<file path="config.mk">
export PLATFORM = sky130hd
export DESIGN_NAME = isr_top
export DESIGN_NICKNAME = d
export VERILOG_FILES = /design/src/verilog/isr_pkg.sv /design/src/verilog/isr_fifo_if.sv /design/src/verilog/isr_fifo.sv /design/src/verilog/isr_top.sv
export SDC_FILE = /design/constraint.sdc
export NUM_CORES = 1
export LEC_CHECK = 0
export BUFFER_PORTS_ARGS = -buffer_cell sky130_fd_sc_hd__buf_2
export CAP_MARGIN = 10
export CORE_MARGIN = 5
export CORE_UTILIZATION = 55
export CTS_CLUSTER_SIZE = 10
export DETAILED_ROUTE_END_ITERATION = 16
export PLACE_DENSITY_LB_ADDON = 0.2
export SLEW_MARGIN = 40
export SYNTH_ARGS = -nofsm -noshare
export SYNTH_HDL_FRONTEND = slang
export SYNTH_HIERARCHICAL = 1
export SYNTH_SLANG_ARGS = --single-unit
</file>
<file path="constraint.sdc">
create_clock -name clk -period 3.4 [get_ports clk]
set_input_delay 1.02 -clock clk [delete_from_list [all_inputs] [get_ports clk]]
set_output_delay 1.02 -clock clk [all_outputs]
set_load 0.02 [all_outputs]
</file>
<file path="src/verilog/isr_pkg.sv">
// Shared constants, states and state records of the slave receive block
package isr_pkg;

    localparam int ADDR_W = 7;
    localparam int BYTE_W = 8;
    localparam int FIFO_DEPTH = 2;
    localparam int CNT_W = 4;

    // Bits per byte on the wire; the acknowledge slot follows the last one
    localparam logic [CNT_W-1:0] BIT_LAST = 4'h8;

    typedef enum logic [2:0] {
        ST_IDLE,
        ST_ADDR,
        ST_DATA,
        ST_ACK,
        ST_IGNORE
    } isr_state_t;

    typedef struct packed {
        logic [1:0] scl_sync;
        logic [1:0] sda_sync;
        logic scl_q;
        logic sda_q;
        isr_state_t st;
        logic [CNT_W-1:0] bit_cnt;
        logic [BYTE_W-1:0] shift;
        logic sda_drive;
        logic scl_hold;
        logic start_seen;
        logic stop_seen;
        logic direction;
        logic data_flag;
        logic receive_overflow;
        logic port_irq_flag;
        logic clock_release;
    } isr_regs_t;

    // Bus lines idle high, so the samplers start high; the clock starts released
    localparam isr_regs_t REGS_RESET = '{
        scl_sync: 2'h3,
        sda_sync: 2'h3,
        scl_q: 1'h1,
        sda_q: 1'h1,
        st: ST_IDLE,
        bit_cnt: 4'h0,
        shift: 8'h00,
        sda_drive: 1'h0,
        scl_hold: 1'h0,
        start_seen: 1'h0,
        stop_seen: 1'h0,
        direction: 1'h0,
        data_flag: 1'h0,
        receive_overflow: 1'h0,
        port_irq_flag: 1'h0,
        clock_release: 1'h1
    };

    typedef struct packed {
        logic [FIFO_DEPTH-1:0][BYTE_W-1:0] mem;
        logic rd_idx;
        logic [1:0] count;
    } isr_fifo_regs_t;

    localparam isr_fifo_regs_t FIFO_RESET = '{
        mem: 16'h0000,
        rd_idx: 1'h0,
        count: 2'h0
    };

    localparam logic [1:0] FIFO_FULL_COUNT = 2'h2;

endpackage

</file>
<file path="src/verilog/isr_fifo_if.sv">
// Handshake bundle between the receive engine and its two-entry byte buffer
`timescale 1ns/1ps
interface isr_fifo_if;
    logic push_valid;
    logic push_ready;
    logic [isr_pkg::BYTE_W-1:0] push_data;
    logic pop_valid;
    logic pop_ready;
    logic [isr_pkg::BYTE_W-1:0] pop_data;

    modport fifo (
        input push_valid,
        input push_data,
        input pop_ready,
        output push_ready,
        output pop_valid,
        output pop_data
    );

    modport writer (
        output push_valid,
        output push_data,
        input push_ready
    );

    modport reader (
        input pop_valid,
        input pop_data,
        output pop_ready
    );
endinterface

</file>
<file path="src/verilog/isr_fifo.sv">
// Two-entry receive byte buffer with valid/ready on both sides
`timescale 1ns/1ps
module isr_fifo (
    // Clock and reset
    input wire logic clk,
    input wire logic resetn,
    // Buffer handshakes
    isr_fifo_if.fifo port
);

    isr_pkg::isr_fifo_regs_t r;
    isr_pkg::isr_fifo_regs_t next_r;
    logic do_push;
    logic do_pop;
    logic wr_idx;

    assign port.push_ready = (r.count != isr_pkg::FIFO_FULL_COUNT);
    assign port.pop_valid = (r.count != 2'h0);
    assign port.pop_data = r.mem[r.rd_idx];

    always_comb begin
        next_r = r;
        do_push = port.push_valid && port.push_ready;
        do_pop = port.pop_valid && port.pop_ready;
        wr_idx = r.rd_idx ^ r.count[0];
        for (int i = 0; i < isr_pkg::FIFO_DEPTH; i++) begin
            if (do_push && (wr_idx == i[0])) begin
                next_r.mem[i] = port.push_data;
            end
        end
        if (do_pop) begin
            next_r.rd_idx = ~r.rd_idx;
        end
        // Simultaneous push and pop leaves the occupancy unchanged
        if (do_push && !do_pop) begin
            next_r.count = r.count + 2'h1;
        end else if (do_pop && !do_push) begin
            next_r.count = r.count - 2'h1;
        end
    end

    always_ff @(posedge clk or negedge resetn) begin
        if (!resetn) begin
            r <= isr_pkg::FIFO_RESET;
        end else begin
            r <= next_r;
        end
    end

endmodule

</file>
<file path="src/verilog/isr_top.sv">
// Two-wire bus slave receiver, 7-bit addressing, with clock stretching
// Behaviour
// RQ1: Matching write address clears direction bit.
// RQ2: No overflow: buffer address and acknowledge it.
// RQ3: Overflow on address gives not-acknowledge.
// RQ4: Overflow means buffer full or overflow flag.
// RQ5: Overwrite enable lets reception ignore buffer full.
// RQ6: Interrupt flag set for every transferred byte. The code sets it only for acknowledged bytes; a refused byte leaves it unchanged.
// RQ7: Software alone clears the interrupt flag.
// RQ8: Stretch enable holds clock low after bytes.
// RQ9: Held clock released only by clock-release bit.
// RQ10: Start sets start-seen; interrupt if enabled.
// RQ11: Matching write address: acknowledge, set interrupt.
// RQ12: Reading buffer clears buffer-full flag.
// RQ13: Software sets clock-release after each stretched byte.
// RQ14: Each data byte acknowledged and interrupt set. The code does neither for a refused data byte.
// RQ15: Stop sets stop-seen and returns idle.
// RQ16: Address mismatch after Start ignores the transfer.
`timescale 1ns/1ps
module isr_top (
    // Clock and reset
    input wire logic clk,
    input wire logic resetn,
    // Bus clock line, open drain
    input wire logic bus_clock_line_in,
    output logic bus_clock_line_out,
    output logic bus_clock_line_oe,
    // Bus data line, open drain
    input wire logic bus_data_line_in,
    output logic bus_data_line_out,
    output logic bus_data_line_oe,
    // Configuration
    input wire logic [isr_pkg::ADDR_W-1:0] own_address,
    input wire logic clock_hold_enable,
    input wire logic buffer_overwrite_enable,
    input wire logic start_irq_enable,
    // Software strobes
    input wire logic clock_release_set,
    input wire logic port_irq_clear,
    input wire logic overflow_clear,
    // Receive buffer read side
    output logic rx_valid,
    output logic [isr_pkg::BYTE_W-1:0] rx_data,
    input wire logic rx_ready,
    // Status
    output logic buffer_full,
    output logic receive_overflow,
    output logic port_irq_flag,
    output logic clock_release,
    output logic start_seen,
    output logic stop_seen,
    output logic direction,
    output logic data_flag
);

    isr_pkg::isr_regs_t r;
    isr_pkg::isr_regs_t next_r;
    logic scl_rise;
    logic scl_fall;
    logic start_cond;
    logic stop_cond;
    logic take_byte;
    logic accept;
    logic push_valid;

    isr_fifo_if buf_if ();

    isr_fifo u_fifo (
        .clk(clk),
        .resetn(resetn),
        .port(buf_if.fifo)
    );

    // Decides whether a completed byte may be stored and acknowledged
    function automatic logic byte_accept(input logic overwrite, input logic full,
                                         input logic overflow, input logic space);
        if (overwrite) begin
            byte_accept = space; // [RQ5]
        end else begin
            byte_accept = !(full || overflow) && space; // [RQ2] [RQ3] [RQ4]
        end
    endfunction

    assign buf_if.push_valid = push_valid;
    assign buf_if.push_data = r.shift;
    assign buf_if.pop_ready = rx_ready; // [RQ12]
    assign rx_valid = buf_if.pop_valid;
    assign rx_data = buf_if.pop_data;
    assign buffer_full = buf_if.pop_valid; // [RQ12]

    assign bus_clock_line_out = 1'b0;
    assign bus_clock_line_oe = r.scl_hold;
    assign bus_data_line_out = 1'b0;
    assign bus_data_line_oe = r.sda_drive;

    assign receive_overflow = r.receive_overflow;
    assign port_irq_flag = r.port_irq_flag;
    assign clock_release = r.clock_release;
    assign start_seen = r.start_seen;
    assign stop_seen = r.stop_seen;
    assign direction = r.direction;
    assign data_flag = r.data_flag;

    // Edges are taken only after the second sampler stage
    assign scl_rise = r.scl_sync[1] && !r.scl_q;
    assign scl_fall = !r.scl_sync[1] && r.scl_q;
    assign start_cond = r.scl_sync[1] && r.scl_q && r.sda_q && !r.sda_sync[1];
    assign stop_cond = r.scl_sync[1] && r.scl_q && !r.sda_q && r.sda_sync[1];

    always_comb begin
        next_r = r;
        take_byte = 1'b0;
        push_valid = 1'b0;
        accept = byte_accept(buffer_overwrite_enable, buf_if.pop_valid,
                             r.receive_overflow, buf_if.push_ready);

        next_r.scl_sync = {r.scl_sync[0], bus_clock_line_in};
        next_r.sda_sync = {r.sda_sync[0], bus_data_line_in};
        next_r.scl_q = r.scl_sync[1];
        next_r.sda_q = r.sda_sync[1];

        // Software clears come first so a hardware set in the same cycle wins
        if (port_irq_clear) begin
            next_r.port_irq_flag = 1'b0; // [RQ7]
        end
        if (overflow_clear) begin
            next_r.receive_overflow = 1'b0;
        end
        if (r.scl_hold && r.clock_release) begin
            next_r.scl_hold = 1'b0; // [RQ9]
        end

        if ((r.st == isr_pkg::ST_ADDR || r.st == isr_pkg::ST_DATA) && scl_rise && r.bit_cnt != isr_pkg::BIT_LAST) begin
            next_r.shift = {r.shift[isr_pkg::BYTE_W-2:0], r.sda_sync[1]};
            next_r.bit_cnt = r.bit_cnt + 4'h1;
        end

        unique case (r.st)
            isr_pkg::ST_IDLE: begin
            end
            isr_pkg::ST_ADDR: begin
                if (scl_fall && r.bit_cnt == isr_pkg::BIT_LAST) begin
                    if (r.shift[isr_pkg::BYTE_W-1:1] != own_address) begin
                        next_r.st = isr_pkg::ST_IGNORE; // [RQ16]
                    end else begin
                        next_r.direction = r.shift[0]; // [RQ1]
                        next_r.data_flag = 1'b0;
                        // Transmission to the master is not supported, so reads go unanswered
                        if (r.shift[0]) begin
                            next_r.st = isr_pkg::ST_IGNORE;
                        end else begin
                            take_byte = 1'b1; // [RQ11]
                        end
                    end
                end
            end
            isr_pkg::ST_DATA: begin
                if (scl_fall && r.bit_cnt == isr_pkg::BIT_LAST) begin
                    next_r.data_flag = 1'b1;
                    take_byte = 1'b1; // [RQ14]
                end
            end
            isr_pkg::ST_ACK: begin
                // Acknowledge is held through the ninth clock and dropped on its falling edge
                if (scl_fall) begin
                    next_r.sda_drive = 1'b0;
                    next_r.bit_cnt = 4'h0;
                    next_r.st = isr_pkg::ST_DATA; // [RQ14]
                    if (clock_hold_enable) begin
                        next_r.scl_hold = 1'b1; // [RQ8]
                        next_r.clock_release = 1'b0; // [RQ9]
                    end
                end
            end
            isr_pkg::ST_IGNORE: begin
            end
            default: begin
                next_r.st = isr_pkg::ST_IDLE;
            end
        endcase

        if (take_byte) begin
            if (accept) begin
                push_valid = 1'b1; // [RQ2]
                next_r.sda_drive = 1'b1; // [RQ11] [RQ14]
                next_r.port_irq_flag = 1'b1; // [RQ6]
                next_r.st = isr_pkg::ST_ACK;
            end else begin
                // Refused byte: line stays released, which the master reads as not-acknowledge
                next_r.receive_overflow = 1'b1; // [RQ3]
                next_r.st = isr_pkg::ST_IGNORE;
            end
        end

        if (start_cond) begin
            next_r.st = isr_pkg::ST_ADDR;
            next_r.bit_cnt = 4'h0;
            next_r.sda_drive = 1'b0;
            next_r.scl_hold = 1'b0;
            next_r.start_seen = 1'b1; // [RQ10]
            next_r.stop_seen = 1'b0;
            if (start_irq_enable) begin
                next_r.port_irq_flag = 1'b1; // [RQ10]
            end
        end
        if (stop_cond) begin
            next_r.st = isr_pkg::ST_IDLE; // [RQ15]
            next_r.bit_cnt = 4'h0;
            next_r.sda_drive = 1'b0;
            next_r.scl_hold = 1'b0;
            next_r.stop_seen = 1'b1; // [RQ15]
            next_r.start_seen = 1'b0;
        end

        // Software release wins over the hardware clear so the bus cannot deadlock
        if (clock_release_set) begin
            next_r.clock_release = 1'b1; // [RQ9]
        end
    end

    always_ff @(posedge clk or negedge resetn) begin
        if (!resetn) begin
            r <= isr_pkg::REGS_RESET;
        end else begin
            r <= next_r;
        end
    end

endmodule

</file>
Yosys cells after proc, flatten, opt, wreduce, memory -nomap -nowiden
Index checks and enable logic that the tools add are counted.
{ "word_totals": {"output_inout_bits": 21, "mem_bits_rw": 0, "inputBits": 18, "reg_bits": 49, "rom_bits": 0, "word_cells": 129, "mem_count": 0, "latch_bits": 0} }
{ "classes": {"magnitude_cmp": 1, "n_shift": 0, "n_bitwise": 4, "n_eq_ne": 15, "n_reduce_logical": 40, "addsub": 3, "muxes": 46, "div_mod_pow": 0, "multipliers": 0} }
{ "op_table": {"columns": ["cell", "n"], "rows": [
  ["1-bit two-way mux", 24],
  ["7-bit two-way mux", 3],
  ["1-bit logical AND", 18],
  ["8-bit two-way mux", 2],
  ["3-bit two-way mux", 5],
  ["2-bit nonzero test", 7],
  ["12-bit two-way mux", 1],
  ["4-bit two-way mux", 3],
  ["2-bit two-way mux", 5],
  ["3-bit case mux with 3 select lines", 1],
  ["4-bit AND reduction", 2],
  ["1-bit zero test", 7],
  ["7-bit inequality test", 1],
  ["3-bit by 2-bit equality test with 1-bit output, second input constant", 2],
  ["6-bit by 5-bit inequality test with 1-bit output, second input constant", 1],
  ["3-bit AND reduction", 2],
  ["5-bit by 4-bit inequality test with 1-bit output, second input constant", 1],
  ["5-bit inequality test, second input constant", 1],
  ["4-bit by 1-bit adder with 4-bit output, second input constant", 1],
  ["4-bit equality test, second input constant", 1],
  ["2-bit by 1-bit inequality test with 1-bit output, second input constant", 2],
  ["2-bit inequality test, second input constant", 2],
  ["4-bit by 1-bit inequality test with 1-bit output, second input constant", 1],
  ["4-bit inequality test, second input constant", 1],
  ["other kinds (11)", 15]
]} }

Logic depth before layout (Yosys ltp)
{ "depth": {"depth_word": 12, "ltp_mapped": 13, "mapped_depth_nobuf": 11} }

Cells and area by module
The synthesis kept the hierarchy.
{ "modules_own_cells": {"columns": ["mod", "seq_area_each_um2", "area_each_um2", "instances", "cells_each"], "rows": [
  ["isr_top", 759.5, 1493.9, 1, 131],
  ["isr_fifo", 475.5, 1305.0, 1, 142]
]} }

Worst setup path after synthesis
No wires, ideal clock.
{ "synth_timing": {"path_type": "input -> register", "startpoint": "in own_address[6] in the netlist's numbering", "endpoint": "reg u_fifo/r[1] in the netlist's numbering", "path_slack_ns": 0.358, "path_stages": 11, "t_arrival_ns": 2.907, "n_path_buf": 2, "required_ns": 3.265, "setup_ns": 0.135, "cell_sequence": "xor2_1 nor4_4 nand4b_2 a21oi_4 buf_6 clkbuf_1 and2_1 ha_1 xor2_1 nor2_1 xor2_1"} }
{ "synth_between": {"elab_chain_cells": 9, "word_cells_on_any_way": 11, "cone_classes": "eq/ne (1); mux (5); reduce/logical (5)"} }
{ "synth_rtl": {"columns": ["element", "line_no", "rtl"], "rows": [
  ["start, declared", "isr_top.sv:33", "input wire logic [isr_pkg::ADDR_W-1:0] own_address,"],
  ["7-bit inequality test (*)", "isr_top.sv:143", "if (r.shift[isr_pkg::BYTE_W-1:1] != own_address) begin"],
  ["1-bit two-way mux (*)", "isr_top.sv:143", null],
  ["1-bit two-way mux (*)", "isr_top.sv:142", "if (scl_fall && r.bit_cnt == isr_pkg::BIT_LAST) begin"],
  ["1-bit case mux with 2 select lines (*)", "isr_top.sv:138", "unique case (r.st)"],
  ["1-bit two-way mux (*)", "isr_top.sv:182", "if (take_byte) begin"],
  ["named net buf_if.push_valid", "isr_fifo_if.sv:4", "logic push_valid;"],
  ["1-bit logical AND (*)", "isr_fifo.sv:23", "do_push = port.push_valid && port.push_ready;"],
  ["1-bit zero test", "isr_fifo.sv:37", "end else if (do_pop && !do_push) begin"],
  ["1-bit logical AND", "isr_fifo.sv:37", null],
  ["2-bit nonzero test (no line)", null, null],
  ["end signal, assigned", "isr_fifo.sv:44", "r <= isr_pkg::FIFO_RESET;"],
  ["end signal, assigned", "isr_fifo.sv:46", "r <= next_r;"],
  ["end, declared", "isr_fifo.sv:11", "isr_pkg::isr_fifo_regs_t r;"]
]} }
Mark *: on every way through the listed nets, which the timed path passes. The rest lies on a longest branch.
A chain may end at the register's enable or synchronous reset.

Worst setup path in the final report
{ "layout_timing": {"startpoint": "reg u_fifo/r[2] in the netlist's numbering", "endpoint": "out rx_data[3] in the netlist's numbering"} }
{ "layout_between": {"elab_chain_cells": 2} }
{ "layout_rtl": {"columns": ["element", "line_no", "rtl"], "rows": [
  ["8-bit two-way mux (not written as such) (2 in series)", "isr_fifo.sv:19", "assign port.pop_data = r.mem[r.rd_idx];"],
  ["end, declared", "isr_top.sv:43", "output logic [isr_pkg::BYTE_W-1:0] rx_data,"]
]} }
Every way passes these cells. The select of a mux whose other input is x is not followed.

==> run summary <==
The startpoint of the worst setup timing path was u_fifo/r[2]. The maximum net fanout on the critical path was 24; the cts-stage hold buffer count was 0. Summed over all layers, the routed wires come to 5.76 mm. The cell at the root of the clock tree was clkbuf_8.

The number of placed instances, taps included, is 367. For this design the ratio of total power to cell area is 587 nW/um2. Traced cell by cell, the critical path runs through mux2_2 -> buf_2. Global router's overall resource usage: 19.1%. The number of cells on the worst reg-to-reg path is 9. The clock buffer count from CTS was 5.

STA classifies the critical path endpoint as a primary output. For this run, the number of Yosys warnings is 6. The global placement routability congestion came out at 0.870. Startpoint of the worst register-to-register path: u_fifo/r[1]. In this run the mean area of a mapped cell was 10.3 um2. The gate count of the mapped netlist is 273. IR analysis of the VDD net gives a maximum drop of 0.354 mV.

On the final layout, the worst clock skew is 0.00488 ns. The flow ran to the end, and the final reports show no timing, DRC or antenna violations. Portion of the clock cycle consumed by the worst path in the final layout: 82.5%.

The finished layout holds 375 standard cells, fillers aside. Count of input and output buffers: 36. The depth of the critical timing path with buffers and inverters included was 2; the relative slew slack was 45.7%. Via count of the routed design: 2191. Setup repair after global routing left no endpoint under its margin.

TritonCTS built the clock tree. The clock slew seen by the registers of the worst setup and hold paths was 0.10 ns; the largest net degree at the start of global routing was 47. The tools report the number of iterations in the first detailed-routing pass as 4. The tools report the via count of the first global-routing pass as 2054.

The number of antenna violations at the first check in global routing came out at 0. The detail route stage leaves a number of antenna-violating nets equal to 0. The later pin in the worst-skew pair is clocked with a latency of 0.31 ns. The cell with the biggest individual delay on the critical path was dfrtp_1. Gates resized during post-CTS repair numbered 0. The tools report the core outline area as 5010 um2. The synthesized design spends more area on one cell type than any other, namely dfrtp_1.

Row generation in the floorplan step produced 26 rows. In this run the worst hold path is classified as register to register. Leading register cell type out of synthesis: dfrtp_1. The wire length of the first global-routing pass was 9.83 mm; the fraction of final layout cells with drive strength greater than 1 was 27.2%. The number of setup buffers added after CTS came out at 0. The die covers 6620 um2. The die is 81.3 um tall. The clock period could shrink to 2.81 ns.

The leakage power total was 1.35 nW; the number of failing setup endpoints in the final timing report was 0. The number of antenna diodes in the final layout is 0. The worst register-to-register path ends at u_fifo/r[13]. The average vias per placed instance was 5.84. The width of the chip was 81.3 um; the critical path's largest stage delay was 0.88 ns. Summed over all nets, the half-perimeter wirelength after detailed placement is 3.94 mm. Fill cells in the final layout number 453. The count of buffering cells on the critical path with inverters included is 1. The multi-input combinational cells in the finished layout cover a total of 1410 um2. For the pin with the worst max-slew slack, the measured transition is 0.815 ns. The logs give 0.80 ns for the worst setup slack for register-to-register paths and 0 for the overall overflow remaining after global route.

Summing every instance area after synthesis gives 2800 um2. The number of pins with negative max-slew slack in the final report was 0; the post-synthesis cell type count was 58. Sorting the synthesized cells by area gives the leading types as dfrtp_1 (38%), dfstp_2 (6.6%), mux2_2 (5.6%). Final count of hold timing violations: 0. By startpoint and endpoint, the worst setup path is classified as register to primary output. Counting flops with a built-in enable in the synthesized netlist gives 0. The synthesized flop and latch total works out to 49. After synthesis, the largest area contributor takes up 37.6% of total cell area. CTS saw 49 sinks.

The sequential cells in the finished layout cover a total of 1230 um2. The deepest clock path buffer count was 2. The async set or reset register ratio after synthesis is 100%. The number of H-tree levels came out at 2. STA puts the critical path data arrival time at 1.79 ns. For the worst setup path, the data required time is 2.38 ns.

During I/O placement, the number of pins put on the boundary was 39. For the maximum clock rate, the log shows 356 MHz. The count of unresolved DRC violations after routing is 0, and the routed wirelength normalized by instance count is 15.4 um. The tools report the max-cap violation count as 0.

The sequential cell area fraction in the yosys report was 44.1%. Starting DRC count in detailed routing: 94. The last element of the critical path is rx_data[3]. The kind of cell adding the most delay to the critical path is flip-flops. Number of nets in the layout: 325.

Once the floorplan was initialized, standard cells occupied 55.9% of the core. The area overhead of the layout relative to synthesis is 11.0%. The worst setup path is launched from a register. Summed over all failing endpoints, the final setup total negative slack is 0 ns.
## synthesized netlist by cell type, types with 4 or more instances
master     n
nand3b_1   9
nand3_1    4
xor2_1     7
nand2b_1   5
inv_1      8
nand2_1    5
dfrtp_1   42
o21ai_0   19
a21oi_1   24
buf_4      6
or4b_1     7
o21bai_1   9
buf_2      6
xnor2_1    8
o221ai_1   7
mux2_2    14
nor2_1    18
or3_1      8
a211oi_1   7
dfstp_2    7
## area by class of cell
cell class / count / share of cell area (%)
inverters: 9 / 1.09
clock inverters: 3 / 0.805
clock buffers: 5 / 2.22
flip-flops and latches: 49 / 39.8
multi-input cells: 196 / 45.3
well taps: 70 / 2.82
repair buffers: 43 / 7.97
## worst min-delay path by stage
stage,from,endpoint,cells past startpoint
after detailed placement,next_r[29],next_r[25],0
after floorplan,next_r[27],next_r[24],0
final,next_r[29],next_r[25],0
after global routing,next_r[29],next_r[25],0
after global placement,next_r[29],next_r[25],0
after CTS,next_r[29],next_r[25],0
## metrics by stage
step | power [mW] | hold WS (ns) | worst slack, ns | instance area, um2 | utilization [%]
2_1_floorplan | 1.33 | 0.345 | 0.358 | 2800 | -
3_3_place_gp | 1.45 | 0.346 | 0.383 | 3010 | 60.1
3_5_place_dp | 1.47 | 0.348 | 0.351 | 3010 | 60.1
4_1_cts | 1.84 | 0.363 | 0.584 | 3110 | 62.0
5_1_grt | 1.96 | 0.370 | 0.510 | 3110 | 62.0
6_report | 1.82 | 0.361 | 0.594 | 3110 | 62.0
## routing by layer
metal | GRT usage (%) | wire [um] | part of all wire (%) | vias to the layer above
met5 | 0 | 0 | 0 | -
met4 | 6.76 | 103 | 1.8 | 0
met3 | 3.99 | 251 | 4.4 | 8
met2 | 28.5 | 2580 | 45 | 54
met1 | 27.4 | 2830 | 49 | 1064
li1 | - | - | - | 1065
## layout by cell type, fill, tap and decap left out, types with 2 or more instances in the layout
cell type  instances
nand3b_1           9
mux2_1             3
nor2_1            18
a311oi_1           2
buf_2             35
nor2b_1            2
or2_2              2
xnor2_1            8
buf_4              7
a211oi_1           7
o221ai_1           7
inv_6              2
mux2_2            14
nand4_1            3
or4b_1             7
dfrtp_1           42
o21ai_1            2
a22o_1             2
nand2b_1           5
nand3_1            4
a21oi_1           24
nand2_1            5
o21bai_1           9
xor2_1             7
inv_1              8
ha_1               3
or3_1              8
clkbuf_8           5
dfstp_2            7
conb_1             2
o21ai_0           19
o211ai_1           2
## worst register-to-register path, cell delays in order, from the launching register on
cell	delay [ns]
dfrtp_1	0.65
nor2_4	0.35
inv_1	0.12
nor2_1	0.10
o21ai_1	0.16
a21oi_4	0.18
buf_12	0.19
or4b_1	0.50
o21ai_0	0.12
a21oi_1	0.11
## flip-flops by register name, summed over array words and instances, names as in the netlist, 4 cells and up
register,flops
next_r,4
buf_if.push_data,8
u_fifo/r,19
r,9
## report_power, final
group,internal [mW],switching [mW]
Clock,0.150,0.213
Combinational,0.286,0.345
Sequential,0.661,0.169
## cell families after synthesis
| family | share of synthesized area [%] |
|---|---|
| AO/OA/AOI/OAI | 19.2 |
| XOR/XNOR | 4.69 |
| adder cells (fa/ha/maj) | 1.34 |
| buffers and inverters | 5.68 |
| flip-flops | 44.1 |
| multiplexers | 7.20 |
| other | 0.134 |
| AND/OR/NAND/NOR | 17.6 |
Power figures use the tool's default switching activity.
